===== src/rtl/uic_consts.svh =====
// Notes on behaviour
// - Clear bit 6 written one clears rx time-out interrupt; zero ignored.
// - Clear bit 5 written one clears transmit interrupt; zero ignored.
// - Clear bit 4 written one clears receive interrupt; zero ignored.
// - Clear register bits 3:0 are reserved, read zero, writes ignored.
// - Identification registers hold fixed read-only values, never changing.
// - One identifier byte sits in bits 7:0; bits 31:8 read zero.
// - Next word offset gives next identifier byte, lowest byte first.
//
// Constants for the UART interrupt clear and identification register bank.
// Assumes a 32-bit AHB-Lite slave decoding the low 12 address bits.
`ifndef UIC_CONSTS_SVH
`define UIC_CONSTS_SVH

// ----------------------------------------------------------------------
// Register offsets
// ----------------------------------------------------------------------
`define UIC_OFF_MASK   12'h038
`define UIC_OFF_RAW    12'h03C
`define UIC_OFF_MIS    12'h040
`define UIC_OFF_CLR    12'h044
`define UIC_OFF_IDU0   12'hFD0
`define UIC_OFF_IDU1   12'hFD4
`define UIC_OFF_IDU2   12'hFD8
`define UIC_OFF_IDU3   12'hFDC
`define UIC_OFF_IDL0   12'hFE0
`define UIC_OFF_IDL1   12'hFE4

// ----------------------------------------------------------------------
// Field layout
// ----------------------------------------------------------------------
`define UIC_EVT_LSB    4
`define UIC_EVT_MSB    6
`define UIC_IDX_RX     0
`define UIC_IDX_TX     1
`define UIC_IDX_RT     2
`define UIC_ADDR_MSB   11
`define UIC_ID_MSB     7

// ----------------------------------------------------------------------
// Reset and fixed values (identification bytes are arbitrary)
// ----------------------------------------------------------------------
`define UIC_WORD_ZERO  32'h0000_0000
`define UIC_EVT_ZERO   3'h0
`define UIC_ID_U0      8'h5A // Arbitrary
`define UIC_ID_U1      8'h3C // Arbitrary
`define UIC_ID_U2      8'h21 // Arbitrary
`define UIC_ID_U3      8'h42 // Arbitrary
`define UIC_ID_L0      8'h6E // Arbitrary
`define UIC_ID_L1      8'h27 // Arbitrary

// ----------------------------------------------------------------------
// Bus encodings
// ----------------------------------------------------------------------
`define UIC_HSIZE_WORD 3'h2
`define UIC_HRESP_OKAY 1'h0

`endif


===== src/rtl/uic_pkg.sv =====
// Types shared by the interrupt clear and identification register bank.
// Assumes the constants header is included by each design file.
package uic_pkg;

   typedef logic [31:0] uic_word_t;
   typedef logic [2:0]  uic_evt_t;
   typedef logic [11:0] uic_off_t;
   typedef logic [7:0]  uic_byte_t;

endpackage


===== src/rtl/uic_sticky.sv =====
// One sticky interrupt status bit with set-over-clear priority.
// Assumes set and clear arrive as one-cycle pulses on the same clock.
`timescale 1ns/1ps
module uic_sticky
   import uic_pkg::*;
(
   // Clock and reset
   input  wire logic clock,
   input  wire logic rst_b,
   // Event and software clear
   input  wire logic set,
   input  wire logic clr,
   // State
   output logic      q,
   output logic      q_next
);

   // ----------------------------------------------------------------------
   // Next state
   // ----------------------------------------------------------------------
   // Set wins so an event in the clearing cycle is never lost
   always_comb begin
      q_next = set | (q & ~clr);
   end

   always_ff @(posedge clock) begin
      if (!rst_b) begin
         q <= 1'b0;
      end else begin
         q <= q_next;
      end
   end

endmodule


===== src/rtl/uic_regs.sv =====
// Interrupt clear, status, mask and identification registers of a UART.
// Assumes a single AHB-Lite master; events are one-cycle pulses on clock.
//
// Chosen here: the AHB-Lite interface to the registers.
`timescale 1ns/1ps
`include "uic_consts.svh"
module uic_regs
   import uic_pkg::*;
(
   // Clock and reset
   input  wire logic        clock,
   input  wire logic        rst_b,
   // AHB-Lite slave
   input  wire logic        hsel,
   input  wire logic [31:0] haddr,
   input  wire logic [1:0]  htrans,
   input  wire logic        hwrite,
   input  wire logic [2:0]  hsize,
   input  wire logic [31:0] hwdata,
   input  wire logic        hready,
   output logic             hreadyout,
   output logic [31:0]      hrdata,
   output logic             hresp,
   // Interrupt events from the UART datapath
   input  wire logic        rx_timeout_event,
   input  wire logic        tx_event,
   input  wire logic        rx_event,
   // Interrupt outputs
   output logic             irq,
   output logic [2:0]       irq_status
);

   // ----------------------------------------------------------------------
   // Address phase capture
   // ----------------------------------------------------------------------
   logic      acc;
   logic      acc_rd;
   uic_off_t  a_off;
   logic      dph_wr_reg;
   uic_off_t  dph_off_reg;

   assign acc    = hsel & hready & htrans[1];
   assign acc_rd = acc & ~hwrite;
   assign a_off  = haddr[`UIC_ADDR_MSB:0];

   // Only whole-word writes are honoured; narrower ones are dropped
   always_ff @(posedge clock) begin
      if (!rst_b) begin
         dph_wr_reg <= 1'b0;
      end else if (hready) begin
         dph_wr_reg <= acc & hwrite & (hsize == `UIC_HSIZE_WORD);
      end
   end

   always_ff @(posedge clock) begin
      if (!rst_b) begin
         dph_off_reg <= '0;
      end else if (acc) begin
         dph_off_reg <= a_off;
      end
   end

   // ----------------------------------------------------------------------
   // Write decode
   // ----------------------------------------------------------------------
   logic      wr_mask;
   logic      wr_clr;
   uic_evt_t  wr_evt;
   uic_evt_t  clr_vec;

   assign wr_mask = dph_wr_reg & (dph_off_reg == `UIC_OFF_MASK);
   assign wr_clr  = dph_wr_reg & (dph_off_reg == `UIC_OFF_CLR);
   assign wr_evt  = hwdata[`UIC_EVT_MSB:`UIC_EVT_LSB];

   // Zero bits and reserved bits 3:0 of a clear write have no effect
   assign clr_vec = wr_clr ? wr_evt : `UIC_EVT_ZERO;

   // ----------------------------------------------------------------------
   // Mask register
   // ----------------------------------------------------------------------
   uic_evt_t  mask_reg;
   uic_evt_t  mask_next;

   always_comb begin
      mask_next = mask_reg;
      if (wr_mask) begin
         mask_next = wr_evt;
      end
   end

   always_ff @(posedge clock) begin
      if (!rst_b) begin
         mask_reg <= `UIC_EVT_ZERO;
      end else begin
         mask_reg <= mask_next;
      end
   end

   // ----------------------------------------------------------------------
   // Sticky raw status
   // ----------------------------------------------------------------------
   uic_evt_t  evt_in;
   uic_evt_t  stat_q;
   uic_evt_t  stat_next;

   assign evt_in[`UIC_IDX_RX] = rx_event;
   assign evt_in[`UIC_IDX_TX] = tx_event;
   assign evt_in[`UIC_IDX_RT] = rx_timeout_event;

   genvar gi;
   generate
      for (gi = 0; gi < 3; gi++) begin : g_stat
         uic_sticky u_bit (
            .clock  (clock),
            .rst_b  (rst_b),
            .set    (evt_in[gi]),
            .clr    (clr_vec[gi]),
            .q      (stat_q[gi]),
            .q_next (stat_next[gi])
         );
      end
   endgenerate

   assign irq_status = stat_q;

   // Clearing raw state also drops the masked view and the line
   always_ff @(posedge clock) begin
      if (!rst_b) begin
         irq <= 1'b0;
      end else begin
         irq <= |(stat_next & mask_next);
      end
   end

   // ----------------------------------------------------------------------
   // Read mux
   // ----------------------------------------------------------------------
   // Reads look at next-state values so a read right behind a write
   // already sees that write without a wait state.
   uic_word_t rd_val;

   always_comb begin
      rd_val = `UIC_WORD_ZERO;
      case (a_off)
         `UIC_OFF_MASK: begin
            rd_val[`UIC_EVT_MSB:`UIC_EVT_LSB] = mask_next;
         end
         `UIC_OFF_RAW: begin
            rd_val[`UIC_EVT_MSB:`UIC_EVT_LSB] = stat_next;
         end
         `UIC_OFF_MIS: begin
            rd_val[`UIC_EVT_MSB:`UIC_EVT_LSB] = stat_next & mask_next;
         end
         `UIC_OFF_CLR: begin
            rd_val = `UIC_WORD_ZERO;
         end
         // Upper 24 bits stay zero; bytes rise with the offset
         `UIC_OFF_IDU0: begin
            rd_val[`UIC_ID_MSB:0] = `UIC_ID_U0;
         end
         `UIC_OFF_IDU1: begin
            rd_val[`UIC_ID_MSB:0] = `UIC_ID_U1;
         end
         `UIC_OFF_IDU2: begin
            rd_val[`UIC_ID_MSB:0] = `UIC_ID_U2;
         end
         `UIC_OFF_IDU3: begin
            rd_val[`UIC_ID_MSB:0] = `UIC_ID_U3;
         end
         `UIC_OFF_IDL0: begin
            rd_val[`UIC_ID_MSB:0] = `UIC_ID_L0;
         end
         `UIC_OFF_IDL1: begin
            rd_val[`UIC_ID_MSB:0] = `UIC_ID_L1;
         end
         default: begin
            rd_val = `UIC_WORD_ZERO;
         end
      endcase
   end

   // ----------------------------------------------------------------------
   // Bus answer
   // ----------------------------------------------------------------------
   // Identification bytes are constants, so writes there fall away
   always_ff @(posedge clock) begin
      if (!rst_b) begin
         hrdata <= `UIC_WORD_ZERO;
      end else if (acc_rd) begin
         hrdata <= rd_val;
      end else if (acc) begin
         hrdata <= `UIC_WORD_ZERO;
      end
   end

   always_ff @(posedge clock) begin
      if (!rst_b) begin
         hreadyout <= 1'b1;
         hresp     <= `UIC_HRESP_OKAY;
      end else begin
         hreadyout <= 1'b1;
         hresp     <= `UIC_HRESP_OKAY;
      end
   end

   logic clr_wr_ok;
   assign clr_wr_ok = wr_clr;
endmodule


===== config.mk =====
export PLATFORM = sky130hd
export DESIGN_NAME = uic_regs
export DESIGN_NICKNAME = d
export VERILOG_FILES = /design/src/rtl/uic_pkg.sv /design/src/rtl/uic_sticky.sv /design/src/rtl/uic_regs.sv
export VERILOG_INCLUDE_DIRS = /design/src /design/src/rtl
export SDC_FILE = /design/constraint.sdc
export NUM_CORES = 1
export LEC_CHECK = 0
export BUFFER_PORTS_ARGS = -buffer_cell sky130_fd_sc_hd__buf_2
export CAP_MARGIN = 10
export CORE_UTILIZATION = 45
export CTS_CLUSTER_SIZE = 16
export DETAILED_ROUTE_END_ITERATION = 16
export PLACE_DENSITY = 0.92
export SLEW_MARGIN = 20
export SYNTH_ARGS = -nofsm -noshare
export SYNTH_HDL_FRONTEND = slang
export SYNTH_HIERARCHICAL = 1
export SYNTH_SLANG_ARGS = --single-unit

===== constraint.sdc =====
create_clock -name clock -period 3.52 [get_ports clock]
set_input_delay 0.176 -clock clock [delete_from_list [all_inputs] [get_ports clock]]
set_output_delay 0.176 -clock clock [all_outputs]
set_load 0.005 [all_outputs]

Word level (Yosys, flattened, before mapping)
Index checks and enable logic that the tools add are counted.
{ "op_classes": {"n_eq_ne": 12, "n_reduce_logical": 3, "n_bitwise": 18, "muxes": 6} }
{ "op_table": {"columns": ["cell", "n"], "rows": [
  ["== test 12 bit (second input constant)", 6],
  ["== test 12 x 6 -> 1 bit (second input constant)", 3],
  ["== test 12 x 7 -> 1 bit (second input constant)", 2],
  ["case mux 3 bit (8 select lines)", 1],
  ["case mux 4 bit (6 select lines)", 1],
  ["two-way mux 7 bit", 2],
  ["bitwise AND 1 bit", 10],
  ["two-way mux 3 bit", 2],
  ["NOT 1 bit", 4],
  ["bitwise AND 3 bit", 1],
  ["== test 3 x 2 -> 1 bit (second input constant)", 1],
  ["bitwise OR 1 bit", 3],
  ["OR reduction 3 bit", 1],
  ["nonzero test 2 bit", 1],
  ["OR reduction 2 bit", 1]
]} }
{ "word_totals": {"output_inout_bits": 38, "word_cells": 47, "in_bits": 77, "register_bits": 27} }

Logic depth before layout (Yosys ltp)
Gate-level depths: netlist of the first run.
{ "logic_depth": {"ltp_word": 9, "depth_mapped": 8} }

Modules after synthesis
The synthesis of the first run kept the hierarchy.
{ "modules_own_cells": {"columns": ["module", "instances", "area_per_inst_um2", "cells_per_inst"], "rows": [
  ["uic_regs", 1, 1565.3, 190],
  ["uic_sticky", 3, 47.5, 4]
]} }

Worst setup path before layout of the first run
OpenSTA, ideal clock, no wires.
{ "synth_timing": {"path_kind": "register to register", "from": "reg dph_off_reg[1]", "to": "reg irq", "required_ns": 3.395, "stages_incl_launch_ff": 6, "t_arrival_ns": 1.557, "path_slack_ns": 1.837, "period_less_slack_ns": 1.683, "setup_ns": 0.125, "path_cell_list": "dfxtp_1 > nor4_4 > and4_4 > mux2_4 > a222oi_1 > nor2b_1"} }
{ "synth_via": {"elab_chain_cells": 8, "elab_cells_between_ends": 17, "cone_classes": "eq/ne (2); mux (2); bitwise (12); reduce/logical (1)"} }
{ "synth_lines": {"columns": ["element", "line", "rtl"], "rows": [
  ["from (decl)", "uic_regs.sv:40", "uic_off_t dph_off_reg;"],
  ["from (signal assigned)", "uic_regs.sv:59", "dph_off_reg <= a_off;"],
  ["== test 12 x 7 -> 1 bit (no source line)", null, null],
  ["bitwise AND 1 bit", "uic_regs.sv:72", "assign wr_clr = dph_wr_reg & (dph_off_reg == `UIC_OFF_CLR);"],
  ["two-way mux 3 bit (no source line)", null, null],
  ["NOT 1 bit", "uic_sticky.sv:23", "q_next = set | (q & ~clr);"],
  ["bitwise AND 1 bit", "uic_sticky.sv:23", null],
  ["bitwise OR 1 bit", "uic_sticky.sv:23", null],
  ["bitwise AND 3 bit (*)", "uic_regs.sv:131", "irq <= |(stat_next & mask_next);"],
  ["OR reduction 3 bit (*)", "uic_regs.sv:131", null],
  ["to (signal assigned)", "uic_regs.sv:131", null],
  ["to (decl)", "uic_regs.sv:29", "output logic irq,"]
]} }
Every way passes the cells marked *; elsewhere a longest branch is shown, timed or not.
A chain may end at the register's enable or synchronous reset.

Worst setup path after layout of the first run
{ "layout_timing": {"from": "reg dph_off_reg[1]", "to": "reg irq"} }
{ "layout_via": {"elab_chain_cells": 8, "elab_cells_between_ends": 17, "cone_classes": "eq/ne (2); mux (2); bitwise (12); reduce/logical (1)"} }
{ "layout_lines": {"columns": ["element", "line", "rtl"], "rows": [
  ["== test 12 x 7 -> 1 bit (no source line)", null, null],
  ["bitwise AND 1 bit", "uic_regs.sv:72", null],
  ["two-way mux 3 bit (no source line)", null, null],
  ["via clr_vec[0]", "uic_regs.sv:69", "uic_evt_t clr_vec;"],
  ["NOT 1 bit", "uic_sticky.sv:23", null],
  ["bitwise AND 1 bit", "uic_sticky.sv:23", null],
  ["bitwise OR 1 bit", "uic_sticky.sv:23", null],
  ["via stat_next[0]", "uic_regs.sv:104", "uic_evt_t stat_next;"],
  ["bitwise AND 3 bit", "uic_regs.sv:131", null],
  ["OR reduction 3 bit", "uic_regs.sv:131", null]
]} }
The timed path passes the listed nets, and every way through them passes these cells.

==> results of run 1 <==
==> final cells by class <==
class | instances | area, µm² | share of cell area
clock buffer | 3 | 41.3 | 0.0223
clock inverter | 1 | 7.51 | 0.00405
inverter | 6 | 22.5 | 0.0121
multi-input combinational | 159 | 997 | 0.538
sequential | 27 | 541 | 0.291
tap | 48 | 60.1 | 0.0324
timing repair buffer | 37 | 185 | 0.0999
==> metrics by stage <==
step / std cells / instance area [µm²] / worst slack, ns
after floorplan: 227 / 1800 / 1.84
after global placement: 277 / 1810 / 1.65
after detailed placement: 277 / 1810 / 1.60
after CTS: 281 / 1850 / 1.57
after global routing: 281 / 1850 / 1.44
final: 281 / 1850 / 1.61
==> worst max-delay path, cell delays in order, from the launching register on <==
cell	delay (ns)
dfxtp_1	0.35
nor4_4	0.32
nand3_1	0.19
nor2_1	0.21
nor2b_4	0.06
or2_1	0.25
a222oi_1	0.33
nor2b_1	0.08
==> cell families after synthesis <==
kind of cell | count (synthesis)
and+or+nand+nor | 88
AOI/OAI and AO/OA | 41
buffers and inverters | 41
DFF | 27
muxes | 3
other | 2
==> cell usage after synthesis (2+ instances only) <==
cell	number	share of area
a21boi_1	2	0.0088
o22ai_1	3	0.011
o21ai_1	3	0.0088
and4b_1	2	0.012
nor2_1	9	0.020
nor2b_4	3	0.024
or2_1	3	0.011
conb_1	2	0.0044
inv_1	6	0.013
clkbuf_1	6	0.013
nand2b_1	2	0.0073
a31oi_1	2	0.0073
o21ai_0	2	0.0059
and2_1	7	0.026
and3_1	2	0.0073
dfxtp_1	27	0.32
a21boi_0	16	0.070
a221oi_1	2	0.010
o21a_1	3	0.013
nand3_1	10	0.029
nor4b_2	2	0.018
nand2_1	34	0.075
buf_4	27	0.12
nand4b_1	2	0.010
mux2_4	3	0.026
==> per-layer routing <==
metal / vias to the layer above / share of wire
li1: 706 / -
met1: 682 / 0.43
met2: 65 / 0.48
met3: 4 / 0.071
met4: 0 / 0.014
met5: - / 0
==> path summary, 6_finish.rpt <==
kind / end / cells after the start
worst max-delay path: irq / 7
worst min-delay path: g_stat[2].u_bit/q / 2
worst max register to register: irq / 7
worst min register to register: hrdata[2] / 2
==> cell usage in the layout (no fill, tap or decap), drive strengths merged, types with 2 or more instances in the layout <==
cell / instances
a31oi: 2
and3: 2
nor2: 9
o21ai: 5
dfxtp: 27
conb: 27
nand2: 34
and2: 8
o22ai: 3
nor4b: 2
mux2: 3
nand3: 10
a21boi: 18
buf: 37
nand4b: 2
nor4: 3
and4b: 2
inv: 6
o21a: 3
a221oi: 2
clkbuf: 3
nand2b: 2
nor2b: 4
or2: 3
and4: 2
==> power groups by stage <==
stage | clock, mW | combinational [mW] | sequential, mW
6_report | 0.187 | 0.0802 | 0.317
5_1_grt | 0.200 | 0.0894 | 0.318
4_1_cts | 0.190 | 0.0792 | 0.317
3_5_place_dp | 0 | 0.0789 | 0.324
3_3_place_gp | 0 | 0.0768 | 0.324
2_1_floorplan | 0 | 0.0698 | 0.324
==> impl_results.md, run 1 <==
- CTS H-tree depth: 1
- Synthesized flop and latch total: 27
- Vias per cell: 5.19
- Vias: approximately 1500
- Status: complete, no violations
- Clock skew: 0.0141 ns
- R2r startpoint: dph_off_reg[1]
- Port buffer count: 37
- Area growth, synth to finish: 8.57%
- Crit path DAT: between 2 and 2.5 ns
- Synth Area in Adders: 0
- Synth Instances: 202
- Worst Hold Launch: rx_timeout_event
- Initial core utilization: 0.467
- Combinational share of power: 0.137
- Post-Route Setup TNS: 0 ns
- Final core utilization: 0.506
- Die Ht: 63.6 µm
- N_diodes: 0
- # DRC: 0
- Synthesized area: roughly 1700 µm²
- Total GRT Usage: 0.178
- Synth Area in Simple Gates: 0.313
- Worst IR Drop VDD: 0.181 mV
- Root buf cell: clkbuf_8
- Fin crit share: 0.544
- Slew headroom: 0.434
- Post-synth EDFFs: 0
- Final Max Tran Viols: 0
- Global Route met2 Usage: 0.306
- Min Hold Slack: approximately 0.11 ns
- Worst-Margin Slew: between 0.8 and 0.9 ns
- P_sw: around 0.16 mW
- Top FF cell, synth: dfxtp_1
- Cell internal pwr: 0.427 mW
- Reg clk slew, reported paths: 0.11 ns
- Layout cell share with drive strength beyond 1: 0.258
- CP Capture Type: flip-flop
- Power, Total: 0.584 mW
- Minimum clock period: about 1.9 ns
- DR WL/cell: around 12 µm
- Num CTS Buffers: 3
- Complex-gate fraction of the synthesized area: 0.185
- Post-synthesis mux area share: 0.0264
- Total gr overflow: 0
- Worst-Skew Late Latency: a little under 0.3 ns
- Largest net degree at the start of global routing: 28
- RSZ-0062 raised after global routing: no
- WS Path Type: flip-flop to flip-flop
- CP Launch Point: dph_off_reg[1]
- Busiest grt layer: met2
- Fin nets: 311
- Dpl hpwl: 2560 µm
- Async SR Flop Fraction: 0
- Max reg flops: 12
- FP Rows: 22
- Core area: ~3700 µm²
- Sequential group share of total power: 0.542
- Final hold viol count: 0
- Max Freq: 522 MHz
- Avg Inst Size Synth: between 8 and 9 µm²
- Total clock sinks: 27
- Final setup viols: 0
- First-pass GRT wire length: 5600 µm
- Data required time at the worst endpoint: ~3.7 ns
- Die W: 63.6 µm
- Resized cells post-CTS: 0
- I/O pin total: 115
- XOR/XNOR Fraction of Synth Area: 0
- Routed Antenna Nets: 0
- Antenna violations before repair: 0
- HP Class: input pin to flip-flop
- Reg2reg setup slack: between 1.5 and 2 ns
- Hold_buf cts: 0
- GR Util met3: 0.0399
- Yosys warnings: 6
- Fillers: 376
- Count of distinct cell types in the synthesized netlist: 47
- Crit path launch type: flip-flop
- Sequential area share after synthesis: 0.316
- Sw Share: 0.270
- Die area: 4050 µm²
- Main combinational cell family by area after synthesis: simple AND/OR/NAND/NOR gates
- Max clock buf depth: 2
- Vias in the first global route: 1305
- Met1 GRT Util: 0.213
- Worst-path fanout max: 3
- Drt pass-1 iters: 4
- Global placer's final weighted congestion: 0.885
- DRT Wirelength: 3430 µm
- Power Density: 315 nW/µm²
- LEAKAGE: 0.766 nW
- Max_cap viols: 0
- DRT iter0 DRCs: 56
- Clock power share: 0.320
- Postcts setup bufs: 0
- CTS tree: done
Power figures use the tool's default switching activity.
==> inputs of run 2 (changes only) <==
--- a/config.mk
+++ b/config.mk
@@ -8,10 +8,10 @@
 export LEC_CHECK = 0
 export BUFFER_PORTS_ARGS = -buffer_cell sky130_fd_sc_hd__buf_2
 export CAP_MARGIN = 10
-export CORE_UTILIZATION = 45
+export CORE_UTILIZATION = 42
 export CTS_CLUSTER_SIZE = 16
 export DETAILED_ROUTE_END_ITERATION = 16
-export PLACE_DENSITY = 0.92
+export PLACE_DENSITY = 0.87
 export SLEW_MARGIN = 20
 export SYNTH_ARGS = -nofsm -noshare
 export SYNTH_HDL_FRONTEND = slang
==> constraint.sdc (replaced) <==
create_clock -name clock -period 1.95 [get_ports clock]
set_input_delay 0.0975 -clock clock [delete_from_list [all_inputs] [get_ports clock]]
set_output_delay 0.0975 -clock clock [all_outputs]
set_load 0.005 [all_outputs]
==> run 2 against run 1 <==
Clock power up 68%. Via count down 1.9%. Hold slack worse by 0.070 ns. Largest power group unchanged. Design area up 1.6%.
==> impl_results.md, run 2 (synthesis results as in run 1) <==
- Status: complete, no violations
- Max clock buf depth: 2 (unchanged)
- Critical path's top delay family: simple AND/OR/NAND/NOR gates
- FP Rows: 22 (unchanged)
- Reg clk slew, reported paths: 0.09 ns (-0.02 ns)
- Max Freq: 539 MHz (+3.3%)
- Core area: 3770 µm² (+3.0%)
- I/O pin total: 115 (unchanged)
- Die Ht: 65.8 µm (+3.4%)
- HP Class: input pin to flip-flop
- CTS H-tree depth: 1 (unchanged)
- DRT iter0 DRCs: 48 (-14%)
- RSZ-0062 raised after global routing: yes
- First-pass GRT wire length: 5810 µm (+3.8%)
- Layout cell share with drive strength beyond 1: 0.274 (+0.0160)
- Total clock sinks: 27 (unchanged)
- Largest net degree at the start of global routing: 28 (unchanged)
- Worst-path cell chain: nor4_4 -> and4_4 -> mux2_4 -> a222oi_1 -> nor2b_1
- Vias in the first global route: 1378 (+5.6%)
- Vias: 1430 (-1.9%)
- Worst IR Drop VDD: 0.391 mV (+120%)
- Vias per cell: 5.07 (-2.2%)
- Fin crit share: 0.951 (+0.407)
- CP peak stage delay: 0.35 ns (about the same)
- Final core utilization: 0.499 (-0.00716)
- Final hold viol count: 0 (unchanged)
- Total gr overflow: 0 (unchanged)
- Most frequent cells in the layout: buf_2, nand2_1, conb_1, dfxtp_1, a21boi_0
- Clock skew: 0.00321 ns (-0.0109 ns)
- CTS tree: done
- Global placer's final weighted congestion: 0.844 (-4.6%)
- Worst-Skew Late Latency: 0.27 ns (-0.02 ns)
- N_diodes: 0 (unchanged)
- Final Max Tran Viols: 0 (unchanged)
- Die W: 65.8 µm (+3.4%)
- Crit path DAT: 2.02 ns (-0.06 ns)
- Area growth, synth to finish: 10.3%
- Max_cap viols: 0 (unchanged)
- Minimum clock period: 1.85 ns (-0.0605 ns)
- Crit path launch type: flip-flop
- Power Density: 549 nW/µm² (+74%)
- Port buffer count: 37 (unchanged)
- Worst-path fanout max: 4 (+1)
- Dpl hpwl: 2670 µm (+4.2%)
- Final setup viols: 0 (unchanged)
- Drt pass-1 iters: 5 (+1)
- Num CTS Buffers: 3 (unchanged)
- Data required time at the worst endpoint: 2.11 ns (-1.58 ns)
- Setup ws final: 0.0963 ns (-1.51 ns)
- CP Capture Type: flip-flop
- Power, Total: 1.03 mW (+77%)
- Total GRT Usage: 0.173 (-0.00508)
- DRT Wirelength: 3500 µm (+2.1%)
- Root buf cell: clkbuf_8
- Die area: 4330 µm² (+6.9%)
- Slowest CP cell: nor4_4
- Dpl ws: 0.0374 ns (-1.57 ns)
- DR WL/cell: 12.4 µm (+1.7%)
- WS Path Type: flip-flop to flip-flop
- Reg2reg setup slack: 0.1 ns (-1.51 ns)
- Max reg flops: 12 (unchanged)
- Routed Antenna Nets: 0 (unchanged)
- WP buf/inv: 0 (unchanged)
- Fin nets: 312 (+0.32%)
- Antenna violations before repair: 0 (unchanged)
- Most common cell after layout, fill and taps aside: buf_2
- # DRC: 0 (unchanged)
- Hold_buf cts: 0 (unchanged)
- Initial core utilization: 0.453 (-0.0136)
- LEAKAGE: 0.772 nW (+0.80%)
-- run 2: cell count changes in the layout (fill, tap and decap cells not counted), sizes merged --
cell and delta:
clkbuf +1, clkinvlp -1, buf +1
-- run 2: worst reg2reg max path: cells and delay by family, from the launching register on --
kind | cells | cell delay [ns]
mux | 1 | 0.32
simple gates | 3 | 0.75
flops | 1 | 0.34
compound gates | 1 | 0.34
-- run 2: final cells by class --
class	instances	area, µm²
fill	378	1890
timing repair buffer	38	193
clock buffer	4	45.0
multi-input combinational	159	1020
tap	48	60.1
inverter	6	22.5
sequential	27	541
-- run 2: worst paths after layout --
path	to	from	depth (start not counted)
worst min register to register	hrdata[2]	hrdata[2]	2
worst max register to register	irq	dph_off_reg[1]	5
worst max-delay path	irq	dph_off_reg[1]	5
worst min-delay path	g_stat[2].u_bit/q	rx_timeout_event	2
-- run 2: power by group --
part | internal (mW) | switching (mW)
logic | 0.0617 | 0.0842
registers | 0.564 | 0.00928
clock network | 0.146 | 0.169
total | 0.772 | 0.262
-- run 2: repair_timing --
item,in CTS,in global routing
setup buffers,0,0
setup endpoints to repair,0,2
gates resized for setup,0,5
-- run 2: metal layers --
| metal | up-vias | track usage | routed length (µm) |
|---|---|---|---|
| li1 | 709 | - | - |
| met5 | - | 0 | 0 |
| met2 | 55 | 0.306 | 1750 |
| met3 | 6 | 0.0414 | 211 |
| met1 | 660 | 0.203 | 1500 |
| met4 | 0 | 0.0543 | 43 |
-- run 2: stage by stage --
step           hold WS, ns  std cells  TNS (ns)  cell area [µm²]
2_1_floorplan        0.215        227         0             1800
3_3_place_gp         0.317        278         0             1810
3_5_place_dp         0.326        278         0             1810
4_1_cts             0.0389        282         0             1860
5_1_grt             0.0369        282    -0.135             1880
6_report            0.0434        282         0             1880
